[config.mk]
export PLATFORM = sky130hd
export DESIGN_NAME = lan_attention_irq_handshake
export DESIGN_NICKNAME = d
export VERILOG_FILES = /design/src/hdl/lan_attn_pkg.sv /design/src/hdl/lan_attention_irq_handshake.sv
export SDC_FILE = /design/constraint.sdc
export NUM_CORES = 1
export LEC_CHECK = 0
export BUFFER_PORTS_ARGS = -buffer_cell sky130_fd_sc_hd__buf_4
export CAP_MARGIN = 5
export CORE_AREA = 4 4 134 136
export DETAILED_ROUTE_END_ITERATION = 10
export DIE_AREA = 0 0 138 140
export SLEW_MARGIN = 15
export SYNTH_ARGS = -nofsm -noshare
export SYNTH_HDL_FRONTEND = slang
export SYNTH_SLANG_ARGS = --single-unit
[constraint.sdc]
create_clock -name i_clk -period 5.08 [get_ports i_clk]
set_clock_uncertainty 0.1 [all_clocks]
set_input_delay 0.508 -clock i_clk [delete_from_list [all_inputs] [get_ports i_clk]]
set_output_delay 0.508 -clock i_clk [all_outputs]
set_load 0.01 [all_outputs]
[src/hdl/lan_attn_pkg.sv]
// Purpose: Shared constants and types for the attention and interrupt handshake block.
// Assumes: One 20 MHz clock, Avalon-MM register access.
// Notes:   Offsets are byte addresses of 32-bit words.
package lan_attn_pkg;
  // ----------------------------------------------------------------
  // Register map
  // ----------------------------------------------------------------
  localparam logic [3:0] OFF_CMD     = 4'h0;  // Command word: acks and unit commands.
  localparam logic [3:0] OFF_STATUS  = 4'h4;  // Status word: causes and unit states.
  localparam logic [3:0] OFF_TALLY   = 4'h8;  // Resource and overrun tallies.
  localparam logic [3:0] OFF_TALLY2  = 4'hC;  // CRC and alignment tallies.
  // Cause bit positions, shared by status and acknowledge fields.
  localparam int CAUSE_DONE = 0;
  localparam int CAUSE_FRX  = 1;
  localparam int CAUSE_CNR  = 2;
  localparam int CAUSE_RNR  = 3;
  // Fixed address of the configuration root pointer.
  localparam logic [23:0] ROOT_PTR_ADDR = 24'h0F_FFF6;
  // Page size that holds all control structures.
  localparam logic [16:0] PAGE_BYTES = 17'h1_0000;
  // Receive unit requests.
  localparam logic [1:0] REQ_NONE    = 2'h0;
  localparam logic [1:0] REQ_START   = 2'h1;
  localparam logic [1:0] REQ_SUSPEND = 2'h2;
  // Receive unit states, as reported in status.
  typedef enum logic [3:0] {
    RU_IDLE = 4'b0001,
    RU_SUSP = 4'b0010,
    RU_NORES= 4'b0100,
    RU_READY= 4'b1000
  } ru_state_t;
  // Flags of the last used receive descriptor.
  typedef struct packed {
    logic end_of_list;
    logic suspend;
  } desc_flags_t;
  // Initialization sequencing time.
  localparam int INIT_NS     = 500;
  localparam int CLK_NS      = 50;
  localparam int INIT_CYCLES = (INIT_NS + CLK_NS - 1) / CLK_NS;
endpackage

[src/hdl/lan_attention_irq_handshake.sv]
// Purpose: Attention/interrupt handshake, receive unit state control and loss tallies.
// Assumes: Host reaches the control block over Avalon-MM; attention pin is asynchronous.
// Notes:   The memory-resident control block is modelled by registers in this block.
//
// Behaviour
// [RQ1] Clear end, suspend set: suspend, not-ready interrupt.
// [RQ2] End set only: no resources, start readies.
// [RQ3] Both set: idle, start readies unit.
// [RQ4] Each received frame raises frame-received cause.
// [RQ5] Frames during unit start may drop.
// [RQ6] Dropped frames bump resource or overrun tally.
// [RQ7] Interrupt carries four causes.
// [RQ8] Line low, status written, then line high.
// [RQ9] Host waits for cleared command word.
// [RQ10] Host acks, writes commands, falls attention.
// [RQ11] Attention clears acks, accepts, re-raises if pending.
// [RQ12] After reset, line low until attention.
// [RQ13] Init posts done and not-ready, units idle.
// [RQ14] Host acks init causes and starts units.
// [RQ15] Command unit finishes busy work before accepting.
// [RQ16] Receive unit accepts after its busy work.
// [RQ17] Command word cleared after both accept.
// [RQ18] Attention edge latched, cleared before command read.
// [RQ19] Attention handling never waits for frames.
// [RQ20] Bus held through whole descriptor access.
// [RQ21] Host leaves structures alone when grant dropped.
// [RQ22] First attention reads root pointer address.
// [RQ23] Init locates control block page.
// [RQ24] Descriptor end and suspend flags steer unit.
// [RQ25] Status written before interrupt line rises.
`timescale 1ns/1ps
module lan_attention_irq_handshake #(
  parameter int TALLY_W = 16  // Width of each error tally.
) (
  input  wire logic                      i_clk,
  input  wire logic                      i_rst_n,
  // Avalon-MM slave.
  input  wire logic [3:0]                i_avs_address,
  input  wire logic                      i_avs_read,
  input  wire logic                      i_avs_write,
  input  wire logic [31:0]               i_avs_writedata,
  input  wire logic [3:0]                i_avs_byteenable,
  output logic      [31:0]               o_avs_readdata,
  output logic                           o_avs_waitrequest,
  // Link-side events.
  input  wire logic                      i_attention_strobe,    // Asynchronous pin, falling edge acts.
  input  wire logic                      i_frame_received_event, // One-cycle pulse per good frame.
  input  wire logic                      i_frame_lost_event,    // One-cycle pulse per lost frame.
  input  wire logic                      i_crc_error_event,     // One-cycle pulse.
  input  wire logic                      i_align_error_event,   // One-cycle pulse.
  input  wire logic                      i_overrun_state,       // Selects overrun tally on loss.
  input  wire logic                      i_command_done_event,  // Block with done-interrupt flag finished.
  input  wire logic                      i_command_unit_idle_event, // Command unit went not ready.
  input  wire logic                      i_command_unit_busy,   // Prefetch, buffer switch or completion.
  input  wire logic                      i_receive_unit_busy,   // Prefetch, buffer switch or end of frame.
  input  wire lan_attn_pkg::desc_flags_t i_last_desc_flags,     // Flags of last used descriptor.
  input  wire logic                      i_descriptor_end,      // Descriptor list exhausted by traffic.
  input  wire logic                      i_bus_grant,           // Grant pin, asynchronous.
  input  wire logic                      i_desc_access,         // Descriptor access in progress.
  output logic                           o_bus_request,
  output logic                           o_interrupt,
  output logic [23:0]                    o_fetch_addr,          // Address of current init fetch.
  output logic                           o_receive_setup,       // Pulse: set up a receive descriptor.
  output logic [1:0]                     o_command_unit_cmd,    // Command accepted for the command unit.
  output logic                           o_command_unit_strobe  // Pulse when that command is taken.
);
  // ------------------------------------------------------------------
  // Sequencer states
  // ------------------------------------------------------------------
  typedef enum logic [6:0] {
    S_RESET  = 7'b0000001,  // Waiting for first attention.
    S_INIT   = 7'b0000010,  // Root pointer and page fetch.
    S_IDLE   = 7'b0000100,  // Normal operation.
    S_CUWAIT = 7'b0001000,  // Command unit finishing work.
    S_RUWAIT = 7'b0010000,  // Receive unit finishing work.
    S_LOW    = 7'b0100000,  // Interrupt line pulled low.
    S_WRITE  = 7'b1000000   // Status word being written.
  } seq_t;

  seq_t      seq_q, seq_d;
  lan_attn_pkg::ru_state_t ru_q;              // Receive unit state.
  logic [3:0]  cause_q;                       // Sticky cause bits.
  logic [3:0]  ack_q;                         // Acknowledge field of command word.
  logic [1:0]  ru_cmd_q;                      // Receive unit command.
  logic [1:0]  cu_cmd_q;                      // Command unit command.
  logic [3:0]  status_q;                      // Published cause bits.
  logic        irq_q;                         // Interrupt line.
  logic        ca_s1_q, ca_s2_q, ca_s3_q;     // Attention synchroniser and edge history.
  logic        gr_s1_q, gr_s2_q;              // Grant synchroniser.
  logic        ca_latch_q;                    // Latched attention edge.
  logic        starting_q;                    // Receive unit start in progress.
  logic [7:0]  init_cnt_q;                    // Init sequencing count.
  logic        rd_valid_q;                    // Read answer stage.
  logic        rnr_evt;                       // Receive unit went not ready this cycle.
  logic [TALLY_W-1:0] rsc_q, ovr_q, crc_q, aln_q;

  // ------------------------------------------------------------------
  // Decode
  // ------------------------------------------------------------------
  wire ca_fall    = ca_s3_q & ~ca_s2_q;
  wire cmd_busy   = (ack_q != 4'h0) | (ru_cmd_q != 2'h0) | (cu_cmd_q != 2'h0);
  wire wr_cmd     = i_avs_write & (i_avs_address == lan_attn_pkg::OFF_CMD) & i_avs_byteenable[0];
  wire ru_dead    = ru_q != lan_attn_pkg::RU_READY;
  // Event causes collected every cycle.
  wire [3:0] new_cause = {i_descriptor_end & ~ru_dead,
                          i_command_unit_idle_event,
                          i_frame_received_event,
                          i_command_done_event};
  wire accept     = (seq_q == S_RUWAIT) & ~i_receive_unit_busy;
  wire init_done  = (seq_q == S_INIT) & (init_cnt_q == 8'(lan_attn_pkg::INIT_CYCLES));

  // ------------------------------------------------------------------
  // Attention and grant synchronisers; edge latch
  // ------------------------------------------------------------------
  always_ff @(posedge i_clk) begin
    if (!i_rst_n) begin
      ca_s1_q <= 1'b1;
      ca_s2_q <= 1'b1;
      ca_s3_q <= 1'b1;
      gr_s1_q <= 1'b0;
      gr_s2_q <= 1'b0;
    end else begin
      ca_s1_q <= i_attention_strobe;
      ca_s2_q <= ca_s1_q;
      ca_s3_q <= ca_s2_q;
      gr_s1_q <= i_bus_grant;
      gr_s2_q <= gr_s1_q;
    end
  end

  // Latch the falling edge; cleared while the sequencer sits in idle or reset, set wins.
  always_ff @(posedge i_clk) begin
    if (!i_rst_n) begin
      ca_latch_q <= 1'b0;
    end else if (ca_fall) begin
      ca_latch_q <= 1'b1;                           // [RQ18]
    end else if (seq_q == S_IDLE || seq_q == S_RESET) begin
      ca_latch_q <= 1'b0;                           // [RQ18]
    end
  end

  // ------------------------------------------------------------------
  // Handshake sequencer
  // ------------------------------------------------------------------
  always_comb begin
    seq_d = seq_q;
    case (seq_q)
      S_RESET:  if (ca_latch_q) seq_d = S_INIT;                       // [RQ12] [RQ22]
      S_INIT:   if (init_done) seq_d = S_LOW;                         // [RQ13] [RQ23]
      // Attention is served regardless of frame traffic.
      // A cause that lands mid-handshake leaves status behind and is posted here.
      S_IDLE:   if (ca_latch_q) seq_d = S_CUWAIT;                     // [RQ19]
                else if (new_cause != 4'h0 || cause_q != status_q) seq_d = S_LOW; // [RQ8]
      S_CUWAIT: if (!i_command_unit_busy) seq_d = S_RUWAIT;           // [RQ15]
      S_RUWAIT: if (!i_receive_unit_busy) seq_d = S_LOW;              // [RQ16]
      S_LOW:    seq_d = S_WRITE;                                      // [RQ8] [RQ11]
      S_WRITE:  seq_d = S_IDLE;                                       // [RQ25]
      default:  seq_d = S_RESET;
    endcase
  end

  always_ff @(posedge i_clk) begin
    if (!i_rst_n) seq_q <= S_RESET;
    else          seq_q <= seq_d;
  end

  // Init progress and root pointer fetch address.
  always_ff @(posedge i_clk) begin
    if (!i_rst_n) begin
      init_cnt_q   <= 8'h00;
      o_fetch_addr <= 24'h00_0000;
    end else if (seq_q == S_INIT) begin
      init_cnt_q   <= init_cnt_q + 8'h01;
      o_fetch_addr <= lan_attn_pkg::ROOT_PTR_ADDR;  // [RQ22]
    end
  end

  // ------------------------------------------------------------------
  // Causes, status word and interrupt line
  // ------------------------------------------------------------------
  always_ff @(posedge i_clk) begin
    if (!i_rst_n) begin
      cause_q  <= 4'h0;
      status_q <= 4'h0;
      irq_q    <= 1'b0;                              // [RQ12]
    end else begin
      // New events set; acks clear on acceptance; set wins.
      cause_q <= (cause_q & ~(accept ? ack_q : 4'h0)) | new_cause    // [RQ7] [RQ11]
               | (init_done ? (4'h1 << lan_attn_pkg::CAUSE_DONE) | (4'h1 << lan_attn_pkg::CAUSE_CNR) : 4'h0) // [RQ13]
               | (rnr_evt ? 4'h1 << lan_attn_pkg::CAUSE_RNR : 4'h0); // [RQ1]
      if (seq_q == S_LOW) irq_q <= 1'b0;                             // [RQ8]
      if (seq_q == S_WRITE) begin
        status_q <= cause_q;                                          // [RQ25]
        irq_q    <= cause_q != 4'h0;                                  // [RQ11]
      end
    end
  end

  // ------------------------------------------------------------------
  // Receive unit control at command acceptance or descriptor end
  // ------------------------------------------------------------------
  logic [1:0] eff_req;
  assign eff_req = accept ? ru_cmd_q : lan_attn_pkg::REQ_NONE;
  always_comb begin
    rnr_evt = 1'b0;
    if (accept || i_descriptor_end) begin
      case ({i_last_desc_flags.end_of_list, i_last_desc_flags.suspend})  // [RQ24]
        2'b01:   rnr_evt = 1'b1;                                     // [RQ1]
        2'b10,
        2'b11:   rnr_evt = eff_req != lan_attn_pkg::REQ_START;       // [RQ2] [RQ3]
        default: rnr_evt = eff_req == lan_attn_pkg::REQ_SUSPEND;
      endcase
    end
  end

  always_ff @(posedge i_clk) begin
    if (!i_rst_n || init_done) begin
      ru_q            <= lan_attn_pkg::RU_IDLE;
      starting_q      <= 1'b0;
      o_receive_setup <= 1'b0;
    end else begin
      o_receive_setup <= 1'b0;
      starting_q      <= 1'b0;
      if (accept || i_descriptor_end) begin
        case ({i_last_desc_flags.end_of_list, i_last_desc_flags.suspend})
          2'b01: ru_q <= lan_attn_pkg::RU_SUSP;                      // [RQ1]
          2'b10: if (eff_req == lan_attn_pkg::REQ_START) begin
                   ru_q <= lan_attn_pkg::RU_READY;                   // [RQ2]
                   o_receive_setup <= 1'b1;
                   starting_q <= 1'b1;                               // [RQ5]
                 end else ru_q <= lan_attn_pkg::RU_NORES;            // [RQ2]
          2'b11: if (eff_req == lan_attn_pkg::REQ_START) begin
                   ru_q <= lan_attn_pkg::RU_READY;                   // [RQ3]
                   o_receive_setup <= 1'b1;
                   starting_q <= 1'b1;
                 end else ru_q <= lan_attn_pkg::RU_IDLE;             // [RQ3]
          default: if (eff_req == lan_attn_pkg::REQ_SUSPEND) ru_q <= lan_attn_pkg::RU_SUSP;
                   else if (eff_req == lan_attn_pkg::REQ_START) begin
                     ru_q <= lan_attn_pkg::RU_READY;
                     o_receive_setup <= 1'b1;
                     starting_q <= 1'b1;                             // [RQ5]
                   end
        endcase
      end
    end
  end

  // ------------------------------------------------------------------
  // Loss and error tallies
  // ------------------------------------------------------------------
  always_ff @(posedge i_clk) begin
    if (!i_rst_n) begin
      rsc_q <= '0;
      ovr_q <= '0;
      crc_q <= '0;
      aln_q <= '0;
    end else begin
      // A frame lost while starting or not ready counts once.
      if ((i_frame_lost_event || (i_frame_received_event && (starting_q || ru_dead))) && !i_overrun_state)
        rsc_q <= rsc_q + 1'b1;                                       // [RQ5] [RQ6]
      if ((i_frame_lost_event || (i_frame_received_event && (starting_q || ru_dead))) && i_overrun_state)
        ovr_q <= ovr_q + 1'b1;                                       // [RQ6]
      if (i_crc_error_event)   crc_q <= crc_q + 1'b1;                // [RQ6]
      if (i_align_error_event) aln_q <= aln_q + 1'b1;                // [RQ6]
    end
  end

  // ------------------------------------------------------------------
  // Command word (host writes, cleared after both units accept)
  // ------------------------------------------------------------------
  always_ff @(posedge i_clk) begin
    if (!i_rst_n) begin
      ack_q <= 4'h0;
      ru_cmd_q <= 2'h0;
      cu_cmd_q <= 2'h0;
      o_command_unit_cmd <= 2'h0;
      o_command_unit_strobe <= 1'b0;
    end else begin
      o_command_unit_strobe <= 1'b0;
      if (accept) begin
        ack_q    <= 4'h0;                                             // [RQ17]
        ru_cmd_q <= 2'h0;
        cu_cmd_q <= 2'h0;
        o_command_unit_cmd <= cu_cmd_q;
        o_command_unit_strobe <= 1'b1;
      end else if (wr_cmd && !o_avs_waitrequest) begin
        ack_q    <= i_avs_writedata[7:4];                             // [RQ10]
        ru_cmd_q <= i_avs_writedata[1:0];
        cu_cmd_q <= i_avs_writedata[3:2];
      end
    end
  end

  // ------------------------------------------------------------------
  // Bus request: kept through a descriptor access
  // ------------------------------------------------------------------
  always_ff @(posedge i_clk) begin
    if (!i_rst_n) o_bus_request <= 1'b0;
    else          o_bus_request <= i_desc_access | (o_bus_request & ~gr_s2_q & i_desc_access); // [RQ20]
  end

  // ------------------------------------------------------------------
  // Avalon-MM slave: writes in zero waits, reads answered one cycle later
  // ------------------------------------------------------------------
  always_ff @(posedge i_clk) begin
    if (!i_rst_n) begin
      rd_valid_q     <= 1'b0;
      o_avs_readdata <= 32'h0000_0000;
    end else begin
      rd_valid_q <= i_avs_read & ~rd_valid_q;
      case (i_avs_address)
        lan_attn_pkg::OFF_CMD:    o_avs_readdata <= {24'h00_0000, ack_q, cu_cmd_q, ru_cmd_q};
        lan_attn_pkg::OFF_STATUS: o_avs_readdata <= {24'h00_0000, ru_q, status_q};
        lan_attn_pkg::OFF_TALLY:  o_avs_readdata <= {16'(ovr_q), 16'(rsc_q)};
        lan_attn_pkg::OFF_TALLY2: o_avs_readdata <= {16'(aln_q), 16'(crc_q)};
        default:                  o_avs_readdata <= 32'h0000_0000;
      endcase
    end
  end
  assign o_avs_waitrequest = i_avs_read & ~rd_valid_q;
  assign o_interrupt = irq_q;
  wire unused_ok = cmd_busy;
endmodule

==> impl_results.md <==
- Syn-to-layout area delta: 17.3%
- Maximum VDD drop: 0.244 mV
- Gp weighted congestion: 0.780
- Min Clock Period, post-route: 2.94 ns
- Lkg Pwr: 2.76 nW
- Synth warn: 0
- # setup viols final: 0
- Postcts setup bufs: 0
- DIE WIDTH: 138 µm
- Starting DRC count in detailed routing: 349
- CP Data Arrival Time: 3.19 ns
- Tcrit/Tclk final: 57.9%
- Worst slew margin: 32.2%
- FF-to-FF path depth: 7
- Met3 wire length: 726 µm
- WHS Endpoint: ca_s1_q
- Setup TNS Final: 0 ns
- Root Driver: clkbuf_16
- Core ar.: 16900 µm²
- Initial Util: 38.8%
- Main synth FF type: dfxtp_1
- Peak Freq: 0.340 GHz
- CTS Buf Count: 17
- Share of cells above drive strength 1: 17.4%
- Power Dens Cells: 317 nW/µm²
- Die height: 140 µm
- CP Class: reg -> reg
- Yosys reg bits: 143
- Maximum fanout along the worst path: 14
- R2r setup slk: 2.14 ns
- DRT antenna net count: 0
- Gate Count Post-Synth: 723
- Pre-CTS setup slack: 2.19 ns
- Reg clk slew, reported paths: 0.06 ns
- Uppermost layer routed: met4
- IO Count: 122
- Final hold vios: 0
- R2R Path End: ru_q[1]
- Mapped Area: 6570 µm²
- CTS tree: done
- Congestion Overflow GR: 0
- Worst hold path type: in -> reg
- DP Wirelength: 11000 µm
- Nets@finish: 837
- CTS Buffer Depth: 2
- Synth unique cells: 63
- Kind of start point of the critical path: flop
- RSZ-0062 raised after global routing: false
- Drt wl/cell: 15.5 µm
- Sequential-to-total area share from yosys stat: 43.6%
- Global Route Usage Sum: 16.0%
- Cell taking the most area after synthesis: dfxtp_1
- Drt first pass iters: 7
- Avg Cell Area, Syn: 9.09 µm²
- DR DRC count: 0
- Hold Buf Count CTS: 0
- M1 WL: 7320 µm
- Max-cap check violation count: 0
- H-tree levels: 4
- Post-synth EDFFs: 0
- Commonest cells post-synth: dfxtp_1 (143), nor2_1 (90), a22oi_1 (40), a21oi_1 (39), nand2_1 (36)
- Synth top area share: 43.6%
- HP Start: i_attention_strobe
- Vias in the first global route: 5247
- Routed wire length: 15600 µm
- Metal2 WL: 7160 µm
- Hold path cells: 2
- Clock latency on the worst-skew pair: 0.42 ns
- Worst r2r src: seq_q[4]
- Global-route wire length before repair: 25900 µm
- Cell row count: 48
- Max-slew violations: 0
- Most common cell in the netlist: dfxtp_1
- DR vias: 5442
- Status: finished clean
- Critical path startpoint: seq_q[4]
- CP Capture Type: flop
- N_diodes: 0
- Required time of the worst setup path: 5.33 ns
- Post-CTS Resized: 0
- Initial antenna violation count: 0
- Final worst setup slack: 2.14 ns
- Largest net degree at the start of global routing: 43
- Die Area: 19300 µm²
- Via/cell ratio: 5.41
- Worst-Margin Slew: 1.01 ns
- Synth area leaders: dfxtp_1 (44%), nor2_1 (5.1%), a22oi_1 (4.6%)
- # clock sinks: 143
- I/O Buffers: 87
- Share of flip-flops with an asynchronous set or reset: 0%
final cells by class:
type,count,area (µm²)
Clock buffer,21,450
Tap cell,225,282
Fill cell,1643,9230
Sequential cell,143,2860
Timing Repair Buffer,89,668
Clock inverter,8,92.6
Multi-Input combinational cell,509,3320
Inverter,10,37.5
logic make-up (layout without fill, tap and decap cells):
kind of cell | Yosys count | in the layout | synth area share, %
flip-flops | 143 | 143 | 43.6
multiplexers | 28 | 28 | 4.28
adder cells (fa/ha/maj) | 8 | 8 | 1.52
AO/OA/AOI/OAI | 144 | 144 | 14.6
AND/OR/NAND/NOR | 285 | 285 | 24.5
other | 1 | 6 | 0.0571
XOR/XNOR | 38 | 38 | 5.06
buffers and inverters | 76 | 128 | 6.36
per-layer routing:
layer	GRT usage, %	vias up
li1	-	2680
met1	21.2	2593
met2	24.9	144
met3	4.37	25
met4	6.08	0
met5	0	-
sequential cells by signal, indices dropped and copies added (netlist names), 2 cells and up:
register,cells
ack_q,4
aln_q,16
cause_q,4
crc_q,16
cu_cmd_q,2
init_cnt_q,8
o_avs_readdata,32
o_command_unit_cmd,2
ovr_q,16
rsc_q,16
ru_cmd_q,2
ru_q,4
seq_q,7
status_q,4
worst max-delay path by stage:
stage	endpoint	slack, ns	cells after the start
after detailed placement	ru_q[1]	2.19	7
after global routing	ru_q[1]	2.00	7
after floorplan	ru_q[1]	2.67	9
final	ru_q[1]	2.14	7
after CTS	ru_q[1]	2.17	7
after global placement	ru_q[1]	2.26	7
cell usage in the layout (no fill, tap or decap), types with 18 or more instances in the layout:
cell,instances
nand3_1,30
mux2i_1,27
a22oi_1,40
nor2_1,90
xnor2_1,20
nand2_1,36
nand4_1,18
xor2_1,18
dfxtp_1,143
o21ai_0,19
a21oi_1,39
buf_4,89
through the flow:
| stage | cells | hold slack (ns) | util, % | area, µm² | total power, mW |
|---|---|---|---|---|---|
| finish | 1005 | 0.179 | 45.5 | 7710 | 2.44 |
| global route | 1005 | 0.174 | 45.5 | 7710 | 2.53 |
| CTS | 1005 | 0.165 | 45.5 | 7710 | 2.46 |
| detailed placement | 976 | 0.318 | 42.3 | 7170 | 1.29 |
| global placement | 976 | 0.313 | 42.3 | 7170 | 1.29 |
| floorplan | 728 | 0.286 | - | 6590 | 1.25 |
report_power, final:
| group | total [mW] | leakage (nW) | switching [mW] | internal, mW |
|---|---|---|---|---|
| registers | 1.15 | 1.16 | 0.0166 | 1.14 |
| logic | 0.113 | 1.34 | 0.0663 | 0.0470 |
| clock network | 1.17 | 0.268 | 0.453 | 0.722 |
critical path: stages, from the launching register on:
cell and delay, ns:
dfxtp_1 0.64, nor4b_4 0.43, and2_1 0.43, nand2_1 0.14, ha_1 0.33, and2_1 0.18
or4_1 0.47, a21oi_1 0.15
No activity file was read; power rests on OpenSTA's default activity.
